<file path="config.mk">
export PLATFORM = sky130hd
export DESIGN_NAME = analyzer_trigger_link
export DESIGN_NICKNAME = d
export VERILOG_FILES = /design/src/link_pkg.sv /design/src/analyzer_trigger_link.sv /design/src/link_role_select.sv
export VERILOG_INCLUDE_DIRS = /design/src
export SDC_FILE = /design/constraint.sdc
export NUM_CORES = 1
export LEC_CHECK = 0
export BUFFER_PORTS_ARGS = -buffer_cell sky130_fd_sc_hd__buf_2
export CORE_MARGIN = 8
export CORE_UTILIZATION = 48
export CTS_CLUSTER_DIAMETER = 60
export DETAILED_ROUTE_END_ITERATION = 8
export GPL_TIMING_DRIVEN = 1
export MAX_ROUTING_LAYER = met4
export PLACE_DENSITY = 0.79
export SLEW_MARGIN = 20
export SYNTH_ARGS = -nofsm -noshare
export SYNTH_HDL_FRONTEND = slang
export SYNTH_SLANG_ARGS = --single-unit
</file>
<file path="constraint.sdc">
create_clock -name clock -period 1.84 [get_ports clock]
set_clock_uncertainty 0.15 [all_clocks]
set_input_delay 0.368 -clock clock [delete_from_list [all_inputs] [get_ports clock]]
set_output_delay 0.368 -clock clock [all_outputs]
set_load 0.02 [all_outputs]
</file>
<file path="src/trigger_link_cfg.svh">
`ifndef TRIGGER_LINK_CFG_SVH
`define TRIGGER_LINK_CFG_SVH

// register indices on the plain port
`define ADDR_CONTROL        4'h0
`define ADDR_STATUS         4'h1
`define ADDR_COLLECT        4'h2
`define ADDR_WIDTH          4

// control register fields
`define CTRL_STATE_RUN_BIT  0
`define CTRL_TIMING_RUN_BIT 1
`define CTRL_EXT_QUAL_BIT   2
`define CTRL_LINK_SEL_BIT   3
`define CTRL_WIDTH          4
`define CTRL_RESET          4'h0

// collect register: writing any value starts the collect sequence
`define COLLECT_GO_BIT      0

// status register fields
`define STAT_STATE_BIT      0
`define STAT_SLAVE_BIT      3
`define STAT_WIDTH          8

// parameter load time in cycles
`define LOAD_CYCLES         4'h4

`endif
</file>
<file path="src/link_pkg.sv">
package link_pkg;
	typedef enum logic [2:0] {
		ST_IDLE,
		ST_LOAD,
		ST_RELEASE,
		ST_WAIT_LINK,
		ST_COLLECT,
		ST_TRIGGERED
	} collect_state_type;
endpackage : link_pkg

</file>
<file path="src/analyzer_trigger_link.sv">
`timescale 1ns/1ps
`include "trigger_link_cfg.svh"

// Overview of operation
// state match output pulls low while state analyzer samples a matching word
// timing match output pulls low while timing analyzer samples a matching word
// external qualifier is active high; low level blocks qualification
// any link-select bit set in restart or trigger levels makes a slave
// no link-select bit set makes a master driving the cascade line
// master pulls cascade line low once triggering fully satisfied
// role comes only from select bits, cable presence ignored
// master collect: load parameters, release line, enable collection
// slave collect: load, release, wait line high, then enable collection
// cascade line is open collector, low while any unit holds it
// software starts every slave before the master
// line watched only when select bit active; clearing bits gives master
// exactly one master exists among linked analyzers
// qualify bit adds external input; link bit involves cascade line
// releasing means stop pulling low; level rises after all release
module analyzer_trigger_link
(
	input  wire logic                       clock,
	input  wire logic                       resetn,
	input  wire logic [`ADDR_WIDTH-1:0]     address,
	input  wire logic [7:0]                 write_data,
	input  wire logic                       write_strobe,
	input  wire logic                       read_strobe,
	output logic      [7:0]                 read_data,
	input  wire logic                       state_word_match,
	input  wire logic                       timing_word_match,
	input  wire logic                       state_trigger_done,
	input  wire logic                       restart_link_bit,
	input  wire logic                       level_link_bits,
	input  wire logic                       external_qualifier_in,
	output logic                            qualified_out,
	output logic                            state_match_out_n,
	output logic                            timing_match_out,
	output logic                            collect_enable,
	input  wire logic                       cascade_in,
	output logic                            cascade_out,
	output logic                            cascade_oe_n
);
	import link_pkg::*;

	logic [`CTRL_WIDTH-1:0] control_r;
	collect_state_type      state_r;
	logic [3:0]             load_count_r;
	logic                   slave_r;
	logic                   hold_low_r;

	////////////////////////////////////////////////////////////////////
	// decoding

	// one decoder for every write strobe keeps the index compares from drifting apart
	function automatic logic strobe_hit(
		input logic                   strobe,
		input logic [`ADDR_WIDTH-1:0] index,
		input logic [`ADDR_WIDTH-1:0] target
	);
		return strobe && (index == target);
	endfunction : strobe_hit

	////////////////////////////////////////////////////////////////////
	// role

	link_role_select role_select (
		.clock            (clock),
		.resetn           (resetn),
		.restart_link_bit (restart_link_bit),
		.level_link_bits  (level_link_bits),
		.slave_r          (slave_r)
	);

	////////////////////////////////////////////////////////////////////
	// registers

	always_ff @(posedge clock) begin
		if (!resetn) begin
			control_r <= `CTRL_RESET;
		end else if (strobe_hit(write_strobe, address, `ADDR_CONTROL)) begin
			control_r <= write_data[`CTRL_WIDTH-1:0];
		end
	end

	always_ff @(posedge clock) begin
		if (!resetn) begin
			read_data <= 8'h00;
		end else if (read_strobe) begin
			unique case (address)
				`ADDR_CONTROL: read_data <= {4'h0, control_r};
				`ADDR_STATUS:  read_data <= {4'h0, slave_r, 3'(state_r)};
				default:       read_data <= 8'h00;
			endcase
		end else begin
			read_data <= 8'h00;
		end
	end

	////////////////////////////////////////////////////////////////////
	// match outputs: registered, so one clock behind the recognizer

	always_ff @(posedge clock) begin
		if (!resetn) begin
			state_match_out_n <= 1'b1;
			timing_match_out  <= 1'b1;
		end else begin
			state_match_out_n <= ~(control_r[`CTRL_STATE_RUN_BIT] & state_word_match);
			timing_match_out  <= ~(control_r[`CTRL_TIMING_RUN_BIT] & timing_word_match);
		end
	end

	always_ff @(posedge clock) begin
		if (!resetn) begin
			qualified_out <= 1'b1;
		end else begin
			// qualify bit clear leaves the input out entirely
			qualified_out <= ~control_r[`CTRL_EXT_QUAL_BIT] | external_qualifier_in;
		end
	end

	////////////////////////////////////////////////////////////////////
	// collect sequence

	always_ff @(posedge clock) begin
		if (!resetn) begin
			state_r      <= ST_IDLE;
			load_count_r <= 4'h0;
		end else begin
			unique case (state_r)
				ST_IDLE: begin
					if (strobe_hit(write_strobe, address, `ADDR_COLLECT)) begin
						state_r      <= ST_LOAD;
						load_count_r <= `LOAD_CYCLES;
					end
				end
				ST_LOAD: begin
					if (load_count_r == 4'h1) begin
						state_r <= ST_RELEASE;
					end
					load_count_r <= load_count_r - 4'h1;
				end
				ST_RELEASE: begin
					// slave waits only if the line is involved
					state_r <= (slave_r && control_r[`CTRL_LINK_SEL_BIT]) ?
						ST_WAIT_LINK : ST_COLLECT;
				end
				ST_WAIT_LINK: begin
					// relies on slaves being started before the master
					if (cascade_in) begin
						state_r <= ST_COLLECT;
					end
				end
				ST_COLLECT: begin
					if (!slave_r && state_trigger_done) begin
						state_r <= ST_TRIGGERED;
					end
				end
				ST_TRIGGERED: begin
					if (strobe_hit(write_strobe, address, `ADDR_COLLECT)) begin
						state_r      <= ST_LOAD;
						load_count_r <= `LOAD_CYCLES;
					end
				end
				default: state_r <= ST_IDLE;
			endcase
		end
	end

	always_ff @(posedge clock) begin
		if (!resetn) begin
			collect_enable <= 1'b0;
		end else begin
			collect_enable <= (state_r == ST_COLLECT);
		end
	end

	////////////////////////////////////////////////////////////////////
	// cascade line, open collector: out fixed low, enable only

	always_ff @(posedge clock) begin
		if (!resetn) begin
			hold_low_r <= 1'b1;
		end else if (state_r == ST_IDLE ||
				(state_r == ST_LOAD && load_count_r != 4'h1)) begin
			// line held until parameters are loaded; letting go on the last load
			// cycle shows the release a clock before collection opens
			hold_low_r <= 1'b1;
		end else if (state_r == ST_TRIGGERED && !slave_r) begin
			hold_low_r <= 1'b1;
		end else begin
			hold_low_r <= 1'b0;
		end
	end

	always_ff @(posedge clock) begin
		if (!resetn) begin
			cascade_out  <= 1'b0;
			cascade_oe_n <= 1'b0;
		end else begin
			cascade_out  <= 1'b0;
			cascade_oe_n <= ~hold_low_r;
		end
	end

	////////////////////////////////////////////////////////////////////
	// checks

	master_fire_a: assert property (@(posedge clock) disable iff (!resetn)
		(state_r == ST_TRIGGERED && !slave_r) |=> ##1 !cascade_oe_n)
		else $error("master not pulling cascade low after trigger");

	slave_wait_a: assert property (@(posedge clock) disable iff (!resetn)
		(state_r == ST_WAIT_LINK && !cascade_in) |=> state_r == ST_WAIT_LINK)
		else $error("slave left wait while line low");

	order_load_a: assert property (@(posedge clock) disable iff (!resetn)
		(state_r == ST_LOAD) |=> (state_r != ST_COLLECT))
		else $error("collection enabled before release");

	state_match_a: assert property (@(posedge clock) disable iff (!resetn)
		(control_r[`CTRL_STATE_RUN_BIT] && state_word_match) |=> !state_match_out_n)
		else $error("state match output not low");

	timing_match_a: assert property (@(posedge clock) disable iff (!resetn)
		(control_r[`CTRL_TIMING_RUN_BIT] && timing_word_match) |=> !timing_match_out)
		else $error("timing match output not low");

	ext_qual_a: assert property (@(posedge clock) disable iff (!resetn)
		(control_r[`CTRL_EXT_QUAL_BIT] && !external_qualifier_in) |=> !qualified_out)
		else $error("low qualifier did not inhibit");

	open_drain_a: assert property (@(posedge clock) disable iff (!resetn)
		!cascade_out)
		else $error("cascade driven high");

	master_skip_a: assert property (@(posedge clock) disable iff (!resetn)
		(state_r == ST_RELEASE && !slave_r) |=> state_r == ST_COLLECT)
		else $error("master waited on cascade line");

	collect_out_a: assert property (@(posedge clock) disable iff (!resetn)
		(state_r == ST_COLLECT) |=> collect_enable)
		else $error("collect enable missing");

	////////////////////////////////////////////////////////////////////
	// checks: match outputs and qualifier

	state_quiet_a: assert property (@(posedge clock) disable iff (!resetn)
		(!control_r[`CTRL_STATE_RUN_BIT]) |=> state_match_out_n)
		else $error("state match output low while not sampling");

	timing_quiet_a: assert property (@(posedge clock) disable iff (!resetn)
		(!control_r[`CTRL_TIMING_RUN_BIT]) |=> timing_match_out)
		else $error("timing match output low while not sampling");

	qual_pass_a: assert property (@(posedge clock) disable iff (!resetn)
		(!control_r[`CTRL_EXT_QUAL_BIT] || external_qualifier_in) |=> qualified_out)
		else $error("qualifier blocked without cause");

	////////////////////////////////////////////////////////////////////
	// checks: role

	slave_role_a: assert property (@(posedge clock) disable iff (!resetn)
		(restart_link_bit || level_link_bits) |=> slave_r)
		else $error("link-select bit did not give slave role");

	master_role_a: assert property (@(posedge clock) disable iff (!resetn)
		(!restart_link_bit && !level_link_bits) |=> !slave_r)
		else $error("no link-select bit but still slave");

	////////////////////////////////////////////////////////////////////
	// checks: collect sequence

	idle_stay_a: assert property (@(posedge clock) disable iff (!resetn)
		(state_r == ST_IDLE && !strobe_hit(write_strobe, address, `ADDR_COLLECT)) |=>
		(state_r == ST_IDLE))
		else $error("left idle without a collect write");

	load_length_a: assert property (@(posedge clock) disable iff (!resetn)
		(state_r == ST_IDLE && strobe_hit(write_strobe, address, `ADDR_COLLECT)) |=>
		(state_r == ST_LOAD) [*4] ##1 (state_r == ST_RELEASE))
		else $error("parameter load not four cycles");

	restart_load_a: assert property (@(posedge clock) disable iff (!resetn)
		(state_r == ST_TRIGGERED && strobe_hit(write_strobe, address, `ADDR_COLLECT)) |=>
		(state_r == ST_LOAD && load_count_r == `LOAD_CYCLES))
		else $error("new collect did not reload parameters");

	load_count_a: assert property (@(posedge clock) disable iff (!resetn)
		(state_r == ST_LOAD) |-> (load_count_r != 4'h0 && load_count_r <= `LOAD_CYCLES))
		else $error("load counter out of range");

	release_step_a: assert property (@(posedge clock) disable iff (!resetn)
		(state_r == ST_LOAD && load_count_r == 4'h1) |=>
		(state_r == ST_RELEASE && !hold_low_r))
		else $error("line not released after load");

	wait_enter_a: assert property (@(posedge clock) disable iff (!resetn)
		(state_r == ST_RELEASE && slave_r && control_r[`CTRL_LINK_SEL_BIT]) |=>
		(state_r == ST_WAIT_LINK))
		else $error("linked slave did not wait");

	wait_leave_a: assert property (@(posedge clock) disable iff (!resetn)
		(state_r == ST_WAIT_LINK && cascade_in) |=> (state_r == ST_COLLECT))
		else $error("slave stuck after line rose");

	wait_closed_a: assert property (@(posedge clock) disable iff (!resetn)
		(state_r == ST_WAIT_LINK) |=> !collect_enable)
		else $error("collection open while waiting on line");

	trigger_step_a: assert property (@(posedge clock) disable iff (!resetn)
		(state_r == ST_COLLECT && !slave_r && state_trigger_done) |=>
		(state_r == ST_TRIGGERED))
		else $error("master missed full trigger");

	slave_no_fire_a: assert property (@(posedge clock) disable iff (!resetn)
		(state_r == ST_COLLECT && slave_r) |=> (state_r == ST_COLLECT))
		else $error("slave left collection");

	trigger_stay_a: assert property (@(posedge clock) disable iff (!resetn)
		(state_r == ST_TRIGGERED && !strobe_hit(write_strobe, address, `ADDR_COLLECT)) |=>
		(state_r == ST_TRIGGERED))
		else $error("left triggered without a collect write");

	collect_stop_a: assert property (@(posedge clock) disable iff (!resetn)
		(state_r != ST_COLLECT) |=> !collect_enable)
		else $error("collect enable outside collection");

	release_first_a: assert property (@(posedge clock) disable iff (!resetn)
		$rose(collect_enable) |-> $past(cascade_oe_n))
		else $error("collection opened before line release");

	////////////////////////////////////////////////////////////////////
	// checks: cascade line

	load_hold_a: assert property (@(posedge clock) disable iff (!resetn)
		(state_r == ST_LOAD && load_count_r != 4'h1) |=> hold_low_r)
		else $error("line let go during load");

	wait_release_a: assert property (@(posedge clock) disable iff (!resetn)
		(state_r == ST_WAIT_LINK) |-> !hold_low_r)
		else $error("waiting slave still holds line");

	idle_pull_a: assert property (@(posedge clock) disable iff (!resetn)
		(state_r == ST_IDLE) |=> ##1 !cascade_oe_n)
		else $error("idle unit not holding line");

	collect_free_a: assert property (@(posedge clock) disable iff (!resetn)
		(state_r == ST_COLLECT) |=> ##1 cascade_oe_n)
		else $error("line held during collection");

	slave_quiet_a: assert property (@(posedge clock) disable iff (!resetn)
		(state_r == ST_TRIGGERED && slave_r) |=> !hold_low_r)
		else $error("slave pulling line after trigger");

endmodule : analyzer_trigger_link

</file>
<file path="src/link_role_select.sv">
`timescale 1ns/1ps
`include "trigger_link_cfg.svh"

// decides master or slave purely from link-select bits
module link_role_select (
	input  wire logic                 clock,
	input  wire logic                 resetn,
	input  wire logic                 restart_link_bit,
	input  wire logic                 level_link_bits,
	output logic                      slave_r
);
	always_ff @(posedge clock) begin
		if (!resetn) begin
			slave_r <= 1'b0;
		end else begin
			// cable presence plays no part
			slave_r <= restart_link_bit | level_link_bits;
		end
	end
endmodule : link_role_select

</file>
==> flow_metrics.tcl <==
set metrics [dict create \
    drv_slew 0 \
    grt_pass1_wl_um 3629 \
    setup-violations-final 0 \
    holdWs_ns 0.09900 \
    grt_usage_pct 11.34 \
    final_common_cell "buf_2" \
    dr.pass1.iters 4 \
    run_status "finished, final reports clean" \
    ir_worst_vdd_v 0.0007210 \
    synth_top_area_cell "dfxtp_1" \
    cts_buffers 3 \
    diodes 0 \
    areaGrowthSynthToFinish_pct 14.98 \
    final_nets 167 \
    drive_above_1_share_pct 30.00 \
    async_reset_ff_share_pct 0 \
    syn_area_per_cell_um2 9.527 \
    layout_common_cells "buf_2, dfxtp_1, mux2i_1, nor2b_1, nor2_1" \
    worstSetupPathType "reg2reg" \
    rsz0062_at_grt "no" \
    period_share_pct 87.98 \
    placed_cells 165 \
    cts.sinks 22 \
    ios 37 \
    post-route-util_pct 57.55 \
    chipWidth_um 63.57 \
    routed_via_density 5.185 \
    netlist_instances 114 \
    post-cts-setup-buffers 0 \
    synth_cell_types 40 \
    worstSetupEndpointType "flop" \
    cap_violations 0 \
    pwr-share-seq_pct 45.7 \
    synth_edf_count 0 \
    fin_cells 168 \
    cts_root_buf "clkbuf_4" \
    hpwlAfterDp_um 1734 \
    cellPowerDensity_nw_per_um2 1127 \
    postCtsResizedCells 0 \
    drt_iter0_markers 11 \
    clk_pin_slew_worst_paths_ns 0.11 \
    p_comb_share_pct 39.8 \
    core_area_um2 2170 \
    cp_data_required_time_ns 1.91 \
    fmax_ghz 0.6177 \
    place_area_um2 1226 \
    p_int_uw 901.2 \
    worstPathArrival_ns 1.69 \
    seq_area_frac_synth_pct 40.55 \
    netlist_area_um2 1086 \
    start_util_pct 50.06 \
    clk_latency_ns 0.29 \
    clockBufferDepth 2 \
    grt_max_degree 19 \
    yosysWarnings 0 \
    drcViolationCount 0 \
    fillers 208 \
    routedWlPerCell_um 12.89 \
    gp_congestion 0.7710 \
    cp-start-kind "flop" \
    vias 871 \
    synth_top_cell_area_share_pct 40.55 \
    hold_viol_final 0 \
    die_h_um 63.57 \
    cp_max_fo 13 \
    cts-htree-levels 1 \
    fp.dieArea_um2 4041 \
    stdcell_area_um2 1249 \
    p_total_uw 1407 \
    antenna_found_initial 0 \
    post-route-min-period_ns 1.619 \
    first_global_vias 846 \
    power.switching_uw 506.1 \
    cts_tree "yes" \
    yosys-top-cells-area "dfxtp_1, mux2i_1, nor2b_1" \
    power.share.switching_pct 35.96 \
    ant_nets 0 \
    p_leak_uw 0.0005716 \
    routed_wl_um 2165 \
    clkPwrFrac_pct 14.5 \
    hold_path.class "in2reg" \
    ys_seq_elements 22 \
    portBuffers 27 \
    gr-total-overflow 0 \
    rows 17 \
    hold_buffers 0 \
    ys.flop_type "dfxtp_1" \
]
==> critical path: stages, from the launching register on <==
cell and delay (ns):
dfxtp_1 0.59, nor2b_1 0.32, o21a_1 0.21, a211oi_1 0.06, a211oi_1 0.22
==> cell usage after synthesis (2+ instances only) <==
library cell  number
dfxtp_1           22
mux2i_1            8
nor2b_1            8
nor2_1             7
buf_4              6
nand2_1            6
o21a_1             5
o21ai_0            4
a21oi_1            3
clkbuf_1           3
inv_1              3
nand3_1            3
a211oi_1           2
a31oi_1            2
buf_2              2
ha_1               2
o211ai_1           2
o22ai_1            2
or3b_4             2
xor2_1             2
==> per-layer routing <==
| metal | global-route usage (%) | part of all wire [%] |
|---|---|---|
| met2 | 19.39 | 52 |
| met4 | 6.685 | 1.8 |
| met1 | 11.37 | 42 |
| met3 | 3.004 | 4.0 |
| met5 | - | 0 |
==> power groups by stage <==
stage / sequential, µW / combinational (µW) / clock [µW]
final: 643 / 561 / 203
after global routing: 658 / 645 / 226
after CTS: 645 / 566 / 217
after detailed placement: 657 / 561 / 0
after global placement: 650 / 544 / 0
after floorplan: 621 / 489 / 0
==> area by class of cell <==
cell class / count / area (µm²) / area share (%)
well taps: 28 / 35.03 / 2.806
flip-flops and latches: 22 / 440.4 / 35.27
inverters: 3 / 11.26 / 0.9018
multi-input cells: 80 / 566.8 / 45.39
clock buffers: 3 / 22.52 / 1.804
repair buffers: 32 / 172.7 / 13.83
==> flip-flops by register name, indices dropped and copies added (netlist names) <==
| register | flops |
|---|---|
| cascade_oe_n | 1 |
| collect_enable | 1 |
| control_r | 4 |
| hold_low_r | 1 |
| load_count_r | 4 |
| qualified_out | 1 |
| read_data | 4 |
| role_select.slave_r | 1 |
| state_match_out_n | 1 |
| state_r | 3 |
| timing_match_out | 1 |
==> cell families (layout without fill, tap and decap cells) <==
group / after synthesis / after routing / share of synthesized area (%)
xor+xnor: 3 / 3 / 2.420
simple gates: 38 / 38 / 23.50
fa+ha+maj: 2 / 2 / 2.304
mux: 8 / 8 / 7.374
buf+inv: 16 / 38 / 8.640
other cells: 1 / 5 / 0.3453
flops: 22 / 22 / 40.55
compound gates: 24 / 24 / 14.86
==> final timing paths <==
check	startpoint	end	slack, ns	depth (start not counted)
max	state_r[2]$_SDFFE_PN0P_	state_r[1]$_SDFFE_PN0P_	0.22	4
min	state_word_match	state_match_out_n$_SDFF_PN1_	0.1	2
max reg2reg	state_r[2]$_SDFFE_PN0P_	state_r[1]$_SDFFE_PN0P_	0.22	4
min reg2reg	hold_low_r$_SDFF_PP1_	cascade_oe_n$_SDFF_PN0_	0.24	1
==> metrics by stage <==
stage	setup WS, ns	setup TNS [ns]
3_3_place_gp	-0.01374	-0.01403
6_report	0.2212	0
2_1_floorplan	0.1457	0
4_1_cts	0.2120	0
5_1_grt	0.05268	0
3_5_place_dp	-0.03524	-0.08488
No activity file was read; power rests on OpenSTA's default activity.
